## config.mk

```make
export PLATFORM = sky130hd
export DESIGN_NAME = rip_top
export DESIGN_NICKNAME = d
export VERILOG_FILES = /design/src/design/rip_pkg.sv /design/src/design/rip_rst_if.sv /design/src/design/rip_rst_seq.sv /design/src/design/rip_top.sv
export SDC_FILE = /design/constraint.sdc
export NUM_CORES = 1
export LEC_CHECK = 0
export BUFFER_PORTS_ARGS = -buffer_cell sky130_fd_sc_hd__buf_2
export CORE_UTILIZATION = 30
export DETAILED_ROUTE_END_ITERATION = 10
export GPL_ROUTABILITY_DRIVEN = 0
export GPL_TIMING_DRIVEN = 1
export PLACE_DENSITY = 0.53
export SLEW_MARGIN = 10
export SYNTH_ARGS = -nofsm -noshare
export SYNTH_HDL_FRONTEND = slang
export SYNTH_SLANG_ARGS = --single-unit
```

## constraint.sdc

```tcl
create_clock -name CLK_SYS -period 13.48 [get_ports CLK_SYS]
set_input_delay 0.674 -clock CLK_SYS [delete_from_list [all_inputs] [get_ports CLK_SYS]]
set_output_delay 0.674 -clock CLK_SYS [all_outputs]
set_load 0.05 [all_outputs]
```

## src/design/rip_pkg.sv

```systemverilog
package rip_pkg;

	// Register byte offsets on the Wishbone slave.
	localparam logic [7:0] A_SYSCTL  = 8'h00;
	localparam logic [7:0] A_SYSSTAT = 8'h04;
	localparam logic [7:0] A_LMASK   = 8'h08;
	localparam logic [7:0] A_ST0     = 8'h0c;
	localparam logic [7:0] A_FLAG    = 8'h10;
	localparam logic [7:0] A_EN      = 8'h14;
	localparam logic [7:0] A_PLL     = 8'h18;
	localparam logic [7:0] A_IRQST   = 8'h1c;

	// Field positions.
	localparam int SC_CLR    = 14;
	localparam int SC_SET    = 15;
	localparam int CF_POR    = 15;
	localparam int CF_BAD    = 12;
	localparam int CF_SW     = 10;
	localparam int CF_WD     = 9;
	localparam int ST0_GMASK = 9;

	// Values after reset.
	localparam logic [1:0]  CTL_RST   = 2'h1;
	localparam logic [15:0] PLL_RST   = 16'h0000;
	localparam logic [15:0] CAUSE_RST = 16'h8000;

	// Vector locations.
	localparam logic [5:0] VEC_LINE1 = 6'h02;
	localparam logic [5:0] VEC_TRAP  = 6'h22;
	localparam logic [5:0] VEC_NMI   = 6'h24;

	// Cycle counts of the reset pin sequencer.
	localparam logic [3:0] STRETCH_CYC = 4'h8;
	localparam logic [3:0] BLANK_CYC   = 4'h4;

	// Pin positions in the synchroniser vector.
	localparam int NPIN    = 7;
	localparam int PIN_RS  = 0;
	localparam int PIN_POR = 1;
	localparam int PIN_NMI = 2;
	localparam int PIN_X1  = 3;
	localparam int PIN_X2  = 4;
	localparam int PIN_X3  = 5;
	localparam int PIN_PDP = 6;

	typedef enum logic [1:0] {OP_VCALL = 2'h0, OP_NMI = 2'h1, OP_TRAP = 2'h2} rip_op_t;
	typedef enum logic [1:0] {SQ_IDLE = 2'h0, SQ_DRIVE = 2'h1, SQ_BLANK = 2'h3} rip_seq_t;

	// Index of the lowest set bit, which is the highest priority.
	function automatic logic [2:0] rip_first(input logic [7:0] v);
		logic [2:0] f;
		f = 3'h0;
		for (int i = 7; i >= 0; i--) begin
			if (v[i]) f = 3'(i);
		end
		return f;
	endfunction : rip_first

endpackage : rip_pkg

```

## src/design/rip_rst_if.sv

```systemverilog
`timescale 1ns/100ps
interface rip_rst_if;
	logic trig;
	logic por_low;
	logic pin_low;
	logic drive;
	logic pin_o;
	logic por_act;
	modport seq (input trig, por_low, pin_low, output drive, pin_o, por_act);
	modport ctl (output trig, por_low, pin_low, input drive, pin_o, por_act);
endinterface : rip_rst_if

```

## src/design/rip_rst_seq.sv

```systemverilog
`timescale 1ns/100ps
module rip_rst_seq
	import rip_pkg::*;
(
	// Clock, reset and freeze.
	input wire logic clk_sys,
	input wire logic rst_n,
	input wire logic clk_en,
	// Reset request and pin drive.
	rip_rst_if.seq   rs
);

	rip_seq_t   state_q, state_d;
	logic [3:0] cnt_q, cnt_d;
	logic       again;

	// Our own drive echoes back on the pin, so the pin is only heard while idle.
	assign again = rs.trig | rs.por_low;

	// Sequencer next state.
	always_comb begin
		state_d = state_q;
		cnt_d   = cnt_q;
		case (state_q)
			SQ_IDLE: begin
				if (again | rs.pin_low) begin
					state_d = SQ_DRIVE;
					cnt_d   = STRETCH_CYC - 4'h1;
				end
			end
			SQ_DRIVE: begin
				if (again) begin
					cnt_d = STRETCH_CYC - 4'h1;
				end else if (cnt_q == 4'h0) begin
					state_d = SQ_BLANK;
					cnt_d   = BLANK_CYC - 4'h1;
				end else begin
					cnt_d = cnt_q - 4'h1;
				end
			end
			SQ_BLANK: begin
				if (again) begin
					state_d = SQ_DRIVE;
					cnt_d   = STRETCH_CYC - 4'h1;
				end else if (cnt_q == 4'h0) begin
					state_d = SQ_IDLE;
				end else begin
					cnt_d = cnt_q - 4'h1;
				end
			end
			default: begin
				state_d = SQ_IDLE;
			end
		endcase
	end

	// RQ6: stretch pin drive
	// RQ7: hold while low
	always_ff @(posedge clk_sys or negedge rst_n) begin
		if (!rst_n) begin
			state_q    <= SQ_IDLE;
			cnt_q      <= 4'h0;
			rs.drive   <= 1'b0;
			rs.pin_o   <= 1'b1;
			rs.por_act <= 1'b0;
		end else if (clk_en) begin
			state_q    <= state_d;
			cnt_q      <= cnt_d;
			rs.drive   <= (state_d == SQ_DRIVE);
			rs.pin_o   <= (state_d != SQ_DRIVE);
			rs.por_act <= rs.por_low | (rs.por_act & (state_d == SQ_DRIVE));
		end
	end
endmodule : rip_rst_seq

```

## src/design/rip_top.sv

```systemverilog
// Register access over Wishbone and the placing of the registers were chosen for this implementation.
`timescale 1ns/100ps
// Summary of operation
// RQ1: Watchdog overflow or bad watchdog write raises a system reset.
// RQ2: Writing zero to bit 14 or one to bit 15 of control resets.
// RQ3: Access to an illegal peripheral address raises a system reset.
// RQ4: Outside agent holds the reset pin low at least one clock; the pin filter needs it low on two successive clocks.
// RQ5: Outside agent holds the power-on pin low at least one clock; the pin filter needs it low on two successive clocks.
// RQ6: Any reset source drives the reset pin low at least eight clocks.
// RQ7: Reset persists while power-on pin or reset pin stays low.
// RQ8: Reset halts execution and restores control bits; memory untouched.
// RQ9: Only power-on reset clears the PLL control register.
// RQ10: Status holds cause flags at bits 15, 12, 10 and 9.
// RQ11: No reset clears the cause flags.
// RQ12: After any reset all maskable interrupts stay disabled.
// RQ13: External requests gated by enable and line mask; nonmaskable bypasses.
// RQ14: Nonmaskable request blocked only during its own service or reset.
// RQ15: Peripheral events gated by own enable and line mask.
// RQ16: Vector call branches to its operand and sets the global mask.
// RQ17: Nonmaskable instruction or pin branches to 24h and sets global mask.
// RQ18: Trap branches to 22h and leaves the global mask alone.
// RQ19: Lines ranked 1 to 10; highest pending taken first.
// RQ20: Reset 1, nonmaskable 3, maskable lines one to six at 4 to 9.
// RQ21: System module feeds lines one, five, six; event manager two to four.
// RQ22: Each line merges several sources by fixed priority.
// RQ23: Source flag set; enabled flags go to arbitration, winner to core.
// RQ24: Global mask bit 9 blocks maskables; set on take except trap, reset.
// RQ25: Cause flags set on detection, cleared only by software write.
module rip_top
	import rip_pkg::*;
#(
	parameter int NLINE = 6,
	parameter int NSRC  = 5
) (
	// Clock, reset and freeze.
	input  wire logic                   CLK_SYS,
	input  wire logic                   RST_N,
	input  wire logic                   CLK_EN,
	// Wishbone slave.
	input  wire logic                   WB_CYC_I,
	input  wire logic                   WB_STB_I,
	input  wire logic                   WB_WE_I,
	input  wire logic [7:0]             WB_ADR_I,
	input  wire logic [3:0]             WB_SEL_I,
	input  wire logic [31:0]            WB_DAT_I,
	output logic      [31:0]            WB_DAT_O,
	output logic                        WB_ACK_O,
	// Reset pins.
	input  wire logic                   EXT_RESET_PIN_N_I,
	output logic                        EXT_RESET_PIN_N_O,
	output logic                        EXT_RESET_PIN_OE,
	input  wire logic                   POWER_ON_RESET_PIN_N,
	// Internal reset sources.
	input  wire logic                   WDOG_OVERFLOW,
	input  wire logic                   WDOG_BAD_WRITE,
	input  wire logic                   BAD_ADDR_ACCESS,
	// Interrupt pins.
	input  wire logic                   NMI_PIN_N,
	input  wire logic                   EXT_IRQ_ONE_N,
	input  wire logic                   EXT_IRQ_TWO_N,
	input  wire logic                   EXT_IRQ_THREE_N,
	input  wire logic                   DRIVE_PROTECT_IRQ_N,
	// Peripheral source requests.
	input  wire logic [NLINE*NSRC-1:0]  PERIPH_IRQ,
	// Core side.
	input  wire logic                   CORE_READY,
	input  wire logic                   CORE_INSTR_VALID,
	input  wire logic [1:0]             CORE_INSTR_OP,
	input  wire logic [5:0]             CORE_INSTR_VEC,
	input  wire logic                   CORE_NMI_DONE,
	output logic                        SYS_RESET_N,
	output logic                        CORE_TAKE,
	output logic      [5:0]             CORE_VEC,
	output logic      [2:0]             CORE_SRC,
	output logic      [15:0]            PLL_CTRL
);

	localparam int NF = NLINE * NSRC;

	rip_rst_if rs ();

	logic [NPIN-1:0]  s1_q, s2_q, s3_q, flt_q, prv_q;
	logic [NPIN-1:0]  fall;
	logic [NPIN-1:0]  pins_n;
	logic             active;
	logic             ack_q;
	logic [31:0]      dat_q;
	logic             wb_req, wr;
	logic [31:0]      wmask;
	logic             hit_ctl, hit_stat, hit_lm, hit_st0, hit_flag, hit_en, hit_pll, hit_irq;
	logic [31:0]      rd_data;
	logic [1:0]       ctl_q;
	logic [15:0]      cause_q, cause_set, cause_clr;
	logic [NLINE-1:0] lmask_q;
	logic             gmask_q;
	logic [NF-1:0]    flag_q, en_q, flag_clr, take_clr, pin_set, act_src;
	logic [15:0]      pll_q;
	logic             nmi_pend_q, nmi_busy_q;
	logic             take_q;
	logic [5:0]       vec_q;
	logic [2:0]       src_q;
	logic             rstn_q;
	logic             wd_evt, sw_evt;
	logic [NLINE-1:0] line_pend, line_req;
	logic             line_go, can, take_nmi, take_ins, take_ln, is_trap;
	logic [2:0]       sel_ln, sel_src;
	logic [NSRC-1:0]  src_vec;
	logic [5:0]       ln_vec, ins_vec;

	rip_rst_seq u_seq (
		.clk_sys (CLK_SYS),
		.rst_n   (RST_N),
		.clk_en  (CLK_EN),
		.rs      (rs.seq)
	);

	// Pins arrive from outside the clock domain and all idle high.
	assign pins_n = {DRIVE_PROTECT_IRQ_N, EXT_IRQ_THREE_N, EXT_IRQ_TWO_N, EXT_IRQ_ONE_N,
		NMI_PIN_N, POWER_ON_RESET_PIN_N, EXT_RESET_PIN_N_I};

	// Three stages; the filtered level moves only when stages two and three agree.
	for (genvar g = 0; g < NPIN; g++) begin : g_sync
		always_ff @(posedge CLK_SYS or negedge RST_N) begin
			if (!RST_N) begin
				s1_q[g]  <= 1'b1;
				s2_q[g]  <= 1'b1;
				s3_q[g]  <= 1'b1;
				flt_q[g] <= 1'b1;
				prv_q[g] <= 1'b1;
			end else if (CLK_EN) begin
				s1_q[g]  <= pins_n[g];
				s2_q[g]  <= s1_q[g];
				s3_q[g]  <= s2_q[g];
				flt_q[g] <= (s2_q[g] == s3_q[g]) ? s3_q[g] : flt_q[g];
				prv_q[g] <= flt_q[g];
			end
		end
	end
	assign fall = prv_q & ~flt_q;

	// RQ1: watchdog reset source
	assign wd_evt = WDOG_OVERFLOW | WDOG_BAD_WRITE;
	// RQ2: software reset bits
	assign sw_evt = hit_ctl & wr & ((wmask[SC_CLR] & ~WB_DAT_I[SC_CLR]) | (wmask[SC_SET] & WB_DAT_I[SC_SET]));
	// RQ3: illegal access reset
	assign rs.trig    = wd_evt | sw_evt | BAD_ADDR_ACCESS;
	// RQ7: pin levels hold reset
	assign rs.por_low = ~flt_q[PIN_POR];
	assign rs.pin_low = ~flt_q[PIN_RS];
	assign active     = rs.drive | rs.pin_low; // A pin held low from outside keeps reset on between stretches.

	// Bus decode; a request is taken in the cycle before ack.
	assign wb_req   = WB_CYC_I & WB_STB_I & ~ack_q;
	assign wr       = wb_req & WB_WE_I;
	assign wmask    = {{8{WB_SEL_I[3]}}, {8{WB_SEL_I[2]}}, {8{WB_SEL_I[1]}}, {8{WB_SEL_I[0]}}};
	assign hit_ctl  = (WB_ADR_I == A_SYSCTL);
	assign hit_stat = (WB_ADR_I == A_SYSSTAT);
	assign hit_lm   = (WB_ADR_I == A_LMASK);
	assign hit_st0  = (WB_ADR_I == A_ST0);
	assign hit_flag = (WB_ADR_I == A_FLAG);
	assign hit_en   = (WB_ADR_I == A_EN);
	assign hit_pll  = (WB_ADR_I == A_PLL);
	assign hit_irq  = (WB_ADR_I == A_IRQST);
	// Unmapped addresses still ack, reading zero, so a stray access never hangs the bus.
	assign rd_data  = hit_ctl  ? {16'h0000, ctl_q, 14'h0000} :
	                  hit_stat ? {16'h0000, cause_q} :
	                  hit_lm   ? 32'(lmask_q) :
	                  hit_st0  ? (32'(gmask_q) << ST0_GMASK) :
	                  hit_flag ? 32'(flag_q) :
	                  hit_en   ? 32'(en_q) :
	                  hit_pll  ? {16'h0000, pll_q} :
	                  hit_irq  ? {16'h0000, 6'h00, line_pend, 2'h0, nmi_busy_q, nmi_pend_q} : 32'h00000000;

	// Bus answer registers.
	always_ff @(posedge CLK_SYS or negedge RST_N) begin
		if (!RST_N) begin
			ack_q <= 1'b0;
			dat_q <= 32'h00000000;
		end else if (CLK_EN) begin
			ack_q <= wb_req;
			dat_q <= wb_req ? rd_data : dat_q;
		end
	end

	// RQ10: cause flag positions
	// RQ25: set on detection
	assign cause_set = (16'(rs.por_low) << CF_POR) | (16'(BAD_ADDR_ACCESS) << CF_BAD) |
	                   (16'(sw_evt) << CF_SW) | (16'(wd_evt) << CF_WD);
	assign cause_clr = (hit_stat & wr) ? (WB_DAT_I[15:0] & wmask[15:0]) : 16'h0000;

	// RQ23: flags and enables
	// RQ15: per event enable
	assign pin_set  = NF'({fall[PIN_PDP], 1'b0, fall[PIN_X3], fall[PIN_X2], fall[PIN_X1]});
	assign flag_clr = (hit_flag & wr) ? (WB_DAT_I[NF-1:0] & wmask[NF-1:0]) : '0;
	assign act_src  = flag_q & en_q;

	// RQ22: merge sources per line
	// RQ21: line ownership by slice
	for (genvar k = 0; k < NLINE; k++) begin : g_line
		assign line_pend[k] = |act_src[k*NSRC +: NSRC];
	end

	// RQ13: line mask gating
	assign line_req = line_pend & lmask_q;
	// RQ24: global mask blocks
	assign line_go  = (|line_req) & ~gmask_q;
	// RQ19: fixed rank arbitration
	assign sel_ln   = rip_first(8'(line_req));
	assign src_vec  = act_src[int'(sel_ln)*NSRC +: NSRC];
	assign sel_src  = rip_first(8'(src_vec));
	// RQ20: line vectors follow rank
	assign ln_vec   = VEC_LINE1 + {2'h0, sel_ln, 1'b0};

	// RQ14: nonmaskable lockout
	assign can      = CORE_READY & ~active;
	assign take_nmi = can & nmi_pend_q & ~nmi_busy_q;
	assign take_ins = can & ~take_nmi & CORE_INSTR_VALID & ~take_q; // The core drops valid only after it sees the take.
	assign take_ln  = can & ~take_nmi & ~CORE_INSTR_VALID & line_go;
	assign is_trap  = take_ins & (CORE_INSTR_OP == OP_TRAP);
	// RQ16: vector call operand
	// RQ17: nonmaskable vector
	// RQ18: trap vector
	assign ins_vec  = (CORE_INSTR_OP == OP_NMI) ? VEC_NMI :
	                  (CORE_INSTR_OP == OP_TRAP) ? VEC_TRAP : CORE_INSTR_VEC;
	assign take_clr = take_ln ? (NF'(1) << (int'(sel_ln) * NSRC + int'(sel_src))) : '0;

	// Control registers; the system reset reloads them, except the cause flags, and the PLL register only on power-on.
	always_ff @(posedge CLK_SYS or negedge RST_N) begin
		if (!RST_N) begin
			ctl_q   <= CTL_RST;
			cause_q <= CAUSE_RST;
			lmask_q <= '0;
			gmask_q <= 1'b1;
			flag_q  <= '0;
			en_q    <= '0;
			pll_q   <= PLL_RST;
		end else if (CLK_EN) begin
			// RQ11: flags survive reset
			cause_q <= (cause_q & ~cause_clr) | cause_set;
			// RQ9: power-on clears PLL
			if (rs.por_act) begin
				pll_q <= PLL_RST;
			end else if (hit_pll & wr) begin
				pll_q <= (pll_q & ~wmask[15:0]) | (WB_DAT_I[15:0] & wmask[15:0]);
			end
			// RQ12: masks closed in reset
			// RQ8: restore control bits
			if (active) begin
				ctl_q   <= CTL_RST;
				lmask_q <= '0;
				gmask_q <= 1'b1;
				flag_q  <= '0;
				en_q    <= '0;
			end else begin
				if (hit_ctl & wr) begin
					ctl_q <= (ctl_q & ~wmask[15:14]) | (WB_DAT_I[15:14] & wmask[15:14]);
				end
				if (hit_lm & wr) begin
					lmask_q <= (lmask_q & ~wmask[NLINE-1:0]) | (WB_DAT_I[NLINE-1:0] & wmask[NLINE-1:0]);
				end
				if (hit_en & wr) begin
					en_q <= (en_q & ~wmask[NF-1:0]) | (WB_DAT_I[NF-1:0] & wmask[NF-1:0]);
				end
				// RQ24: set on take except trap
				if ((take_nmi | take_ins | take_ln) & ~is_trap) begin
					gmask_q <= 1'b1;
				end else if (hit_st0 & wr & wmask[ST0_GMASK]) begin
					gmask_q <= WB_DAT_I[ST0_GMASK];
				end
				// New requests win over a clear in the same cycle.
				flag_q <= (flag_q & ~flag_clr & ~take_clr) | PERIPH_IRQ | pin_set;
			end
		end
	end

	// Branch issue to the core and nonmaskable bookkeeping.
	always_ff @(posedge CLK_SYS or negedge RST_N) begin
		if (!RST_N) begin
			nmi_pend_q <= 1'b0;
			nmi_busy_q <= 1'b0;
			take_q     <= 1'b0;
			vec_q      <= 6'h00;
			src_q      <= 3'h0;
			rstn_q     <= 1'b0;
		end else if (CLK_EN) begin
			rstn_q <= ~active;
			take_q <= take_nmi | take_ins | take_ln;
			if (take_nmi) begin
				vec_q <= VEC_NMI;
			end else if (take_ins) begin
				vec_q <= ins_vec;
			end else if (take_ln) begin
				vec_q <= ln_vec;
				src_q <= sel_src;
			end
			// RQ14: busy until return
			if (active) begin
				nmi_pend_q <= 1'b0;
				nmi_busy_q <= 1'b0;
			end else begin
				nmi_pend_q <= fall[PIN_NMI] | (nmi_pend_q & ~take_nmi);
				if (take_nmi | (take_ins & (CORE_INSTR_OP == OP_NMI))) begin
					nmi_busy_q <= 1'b1;
				end else if (CORE_NMI_DONE) begin
					nmi_busy_q <= 1'b0;
				end
			end
		end
	end

	// Every top-level output is a flip-flop.
	assign WB_ACK_O          = ack_q;
	assign WB_DAT_O          = dat_q;
	assign EXT_RESET_PIN_OE  = rs.drive;
	assign EXT_RESET_PIN_N_O = rs.pin_o;
	assign SYS_RESET_N       = rstn_q;
	assign CORE_TAKE         = take_q;
	assign CORE_VEC          = vec_q;
	assign CORE_SRC          = src_q;
	assign PLL_CTRL          = pll_q;
endmodule : rip_top

```

==> metrics.txt <==
# TYPE chip_impl_metric gauge
chip_impl_info{name="critPathKind",value="register to register"} 1
chip_impl_metric{name="arrival",unit="ps"} 6300
chip_impl_metric{name="die_h",unit="um"} 181
chip_impl_metric{name="h-tree-depth",unit=""} 4
chip_impl_metric{name="synth-warning-count",unit=""} 0
chip_impl_metric{name="stdcell_count",unit=""} 1551
chip_impl_info{name="startpoint_kind_of_the_worst_setup_timing_path",value="register"} 1
chip_impl_metric{name="drt_iter0_drc",unit=""} 971
chip_impl_metric{name="totalPowerFinal",unit="mW"} 1.25
chip_impl_info{name="synth_ff_type",value="dfrtp_1"} 1
chip_impl_metric{name="post_synth_num_cell_types",unit=""} 81
chip_impl_metric{name="fin_nets",unit=""} 1246
chip_impl_metric{name="vdd.ir_drop.worst",unit="mV"} 0.0795
chip_impl_metric{name="post_cts.resized_instances",unit=""} 0
chip_impl_metric{name="clock_insertion_delay_worst_skew",unit="ps"} 450
chip_impl_metric{name="postCtsSetupRepairBufs",unit=""} 0
chip_impl_metric{name="wl_cell",unit="um"} 22.2
chip_impl_metric{name="pin_count",unit=""} 163
chip_impl_metric{name="power.leakage",unit="nW"} 4.93
chip_impl_metric{name="max_freq",unit="MHz"} 167
chip_impl_metric{name="dp_cells",unit=""} 1516
chip_impl_metric{name="drt_pre_antenna_iters",unit=""} 6
chip_impl_metric{name="setup_slack_reg_to_reg",unit="ps"} 7490
chip_impl_metric{name="num-fill-cells",unit=""} 3288
chip_impl_metric{name="grtUsageTotal",unit="%"} 21.2
chip_impl_metric{name="power_density",unit="nW/um^2"} 110
chip_impl_metric{name="finish.instance_area",unit="sq um"} 11400
chip_impl_metric{name="dpl_cell_area",unit="sq um"} 10800
chip_impl_info{name="crit_path_capture_type",value="register"} 1
chip_impl_metric{name="synth-async-reset-ratio",unit="%"} 100
chip_impl_metric{name="grt_overflow",unit=""} 0
chip_impl_metric{name="cts_hold_buf",unit=""} 0
chip_impl_metric{name="maxSlewHeadroom",unit="%"} 21.2
chip_impl_metric{name="max_slew_violation_total_from_the_final_report",unit=""} 0
chip_impl_metric{name="grt_max_degree",unit=""} 82
chip_impl_metric{name="drt.antenna.violating_nets",unit=""} 0
chip_impl_metric{name="hold_viol_final",unit=""} 0
chip_impl_metric{name="final.setup.tns",unit="ps"} 0
chip_impl_metric{name="port_buffers",unit=""} 158
chip_impl_metric{name="floorplan.core_area",unit="sq um"} 31600
chip_impl_metric{name="detail_route.vias_per_cell",unit=""} 5.60
chip_impl_metric{name="postSynthRegisterBits",unit=""} 187
chip_impl_metric{name="chipWidth",unit="um"} 181
chip_impl_metric{name="grt_pass1_vias",unit=""} 8431
chip_impl_metric{name="row_cnt",unit=""} 65
chip_impl_metric{name="floorplan.initialDensity",unit="%"} 30.5
chip_impl_metric{name="maximum_clock_skew_at_final_layout",unit="ps"} 19.8
chip_impl_metric{name="grt_pass1_wl",unit="mm"} 52.6
chip_impl_metric{name="syn_area",unit="sq um"} 9630
chip_impl_metric{name="critPathRequiredTime",unit="ps"} 13800
chip_impl_metric{name="synth.avg_cell_area",unit="sq um"} 9.68
chip_impl_info{name="run_status",value="complete, no violations"} 1
chip_impl_info{name="grt_setup_unrepaired",value="false"} 1
chip_impl_metric{name="timing.final.crit_share",unit="%"} 44.4
chip_impl_metric{name="cts_max_path_buffers",unit=""} 2
chip_impl_metric{name="transition_time_of_the_tightest_slew_check_pin",unit="ps"} 1180
chip_impl_metric{name="synth_enable_flop_cells",unit=""} 0
chip_impl_metric{name="cts.sink_count",unit=""} 187
chip_impl_metric{name="vias",unit=""} 8692
chip_impl_metric{name="ys_seq_area_share",unit="%"} 49.1
chip_impl_metric{name="syn-instance-count",unit=""} 995
chip_impl_metric{name="remaining_drc_errors",unit=""} 0
chip_impl_metric{name="cts_buffers",unit=""} 17
chip_impl_metric{name="drive_above_1_share",unit="%"} 24.9
chip_impl_metric{name="fp.dieArea",unit="sq um"} 32800
chip_impl_metric{name="cts.reportedPaths.clkPinSlew",unit="ps"} 80
chip_impl_metric{name="setup_violations",unit=""} 0
chip_impl_info{name="cts_tree",value="built"} 1
chip_impl_info{name="worst_hold_path_type",value="input pin to asynchronous set/reset pin"} 1
chip_impl_metric{name="wl",unit="mm"} 34.4
chip_impl_metric{name="detailed_place_hpwl",unit="mm"} 25.1
chip_impl_metric{name="layout.area.seq",unit="sq um"} 4730
chip_impl_metric{name="number_of_antenna_violations_at_the_first_check_in_global_routing",unit=""} 6
chip_impl_info{name="cts_root_buffer",value="clkbuf_16"} 1
chip_impl_metric{name="max_cap_violations",unit=""} 0
chip_impl_metric{name="area.growth.synth_to_final",unit="%"} 18.3
chip_impl_metric{name="max_fanout_on_critical_path",unit=""} 14
chip_impl_metric{name="min_period",unit="ps"} 5990
chip_impl_metric{name="multi_input_area",unit="sq um"} 4600
## placed cells by master (no fill, tap or decap), types with 4 or more instances in the layout
| master | count |
|---|---|
| o22ai_1 | 4 |
| a22o_1 | 43 |
| o21ai_0 | 104 |
| a31oi_1 | 29 |
| nor4_1 | 4 |
| o221ai_1 | 6 |
| inv_8 | 5 |
| dfstp_2 | 37 |
| buf_2 | 157 |
| mux2i_1 | 4 |
| nand3_1 | 18 |
| and2_1 | 6 |
| ha_1 | 11 |
| dfrtp_1 | 150 |
| inv_1 | 27 |
| a21oi_1 | 31 |
| clkbuf_16 | 17 |
| a311oi_1 | 6 |
| a21o_1 | 6 |
| o221a_2 | 4 |
| nand2_1 | 182 |
| o2bb2ai_1 | 30 |
| nor2b_1 | 10 |
| a21boi_0 | 4 |
| nor3b_1 | 5 |
| a222oi_1 | 15 |
| o21a_1 | 9 |
| mux2_2 | 22 |
| nor3_1 | 10 |
| buf_4 | 12 |
| and3_1 | 4 |
| a2bb2oi_1 | 10 |
| nand2b_1 | 7 |
| nand4_1 | 14 |
| a22oi_1 | 28 |
| nor2_1 | 39 |
| xnor2_1 | 4 |
## routing by layer
layer  global-route usage [%]  wire length [um]  part of all wire, %  vias to the layer above
met2                     32.9             15700                   46                      338
met5                        0                31                0.090                        -
met4                     5.19               525                  1.5                        6
li1                         -                 -                    -                     3995
met3                     5.81              2650                  7.7                       38
met1                     29.2             15500                   45                     4315
## worst max-delay path, cell delays in order, from the launching register on
cell and delay, ps:
dfrtp_1 450, a222oi_1 430, nand2_1 180, a22oi_2 670, nand2_1 440, o221ai_1 380, a21oi_1 80, o32ai_1 580
ha_1 260, ha_1 170, inv_1 60, fa_1 450, xnor2_1 150, nor2_1 90, nor2_1 50, nor3_1 840
nand2_1 170, a311oi_1 310, o2bb2ai_1 90
## path summary, 6_finish.rpt
| path | from | endpoint | cells past startpoint |
|---|---|---|---|
| setup / recovery | flag_q[0] | flag_q[4] | 18 |
| hold / removal | RST_N | CORE_VEC[2] | 1 |
| setup reg to reg | flag_q[0] | flag_q[4] | 18 |
| min in group CLK_SYS | CORE_INSTR_VEC[4] | CORE_VEC[4] | 2 |
| hold reg to reg | u_seq.rs.pin_o | u_seq.rs.pin_o | 2 |
| max in group asynchronous | RST_N | PLL_CTRL[14] | 2 |
## final cells by class
class | count | area share [%]
Inverter | 29 | 0.955
Sequential cell | 187 | 41.5
Timing Repair Buffer | 170 | 7.81
Tap cell | 402 | 4.41
Clock buffer | 17 | 3.73
Antenna cell | 3 | 0.0659
Clock inverter | 15 | 1.22
Multi-Input combinational cell | 728 | 40.3
## state kept, by name, indices dropped and copies added (netlist names), 2 cells and up
name and cells:
lmask_q 6, cause_q 16, u_seq.state_q 2, flag_q 30
CORE_SRC 3, PLL_CTRL 16, CORE_VEC 6, s1_q 7
flt_q 7, u_seq.cnt_q 4, prv_q 5, en_q 30
WB_DAT_O 30, s2_q 7, ctl_q 2, s3_q 7
## logic make-up after synthesis
kind of cell | count (synthesis) | share of synthesized area (%)
adder cells (fa/ha/maj) | 13 | 1.74
other | 1 | 0.0389
buffers and inverters | 81 | 3.34
XOR/XNOR | 5 | 0.455
flip-flops | 187 | 49.1
multiplexers | 29 | 3.65
AO/OA/AOI/OAI | 357 | 26.2
AND/OR/NAND/NOR | 322 | 15.5
## synthesized netlist by cell type, types with 15 or more instances
cell type / count / share of area [%]
a21oi_1: 31 / 1.6
a222oi_1: 15 / 1.6
a22o_1: 43 / 3.9
a22oi_1: 28 / 2.2
a31oi_1: 29 / 1.9
clkbuf_1: 37 / 1.4
dfrtp_1: 150 / 39
dfstp_2: 37 / 10
inv_1: 27 / 1.1
mux2_2: 22 / 2.6
nand2_1: 182 / 7.1
nand3_1: 18 / 0.94
nor2_1: 41 / 1.6
o21ai_0: 104 / 5.4
o2bb2ai_1: 30 / 2.7
## where the power goes
group          internal [mW]  total [mW]  leakage [nW]  switching [mW]
registers              0.607       0.630          2.44          0.0232
logic                 0.0465       0.126          2.22          0.0794
clock network          0.244       0.497         0.269           0.253
total                  0.898        1.25          4.93           0.355
## metrics by stage
| step | util (%) | hold slack, ps | setup slack (ps) |
|---|---|---|---|
| 2_1_floorplan | - | 378 | 9110 |
| 3_3_place_gp | 34.3 | 459 | 7700 |
| 3_5_place_dp | 34.3 | 460 | 7590 |
| 4_1_cts | 36.1 | 294 | 7550 |
| 5_1_grt | 36.1 | 325 | 7080 |
| 6_report | 36.1 | 270 | 7490 |
No activity file was read; power rests on OpenSTA's default activity.
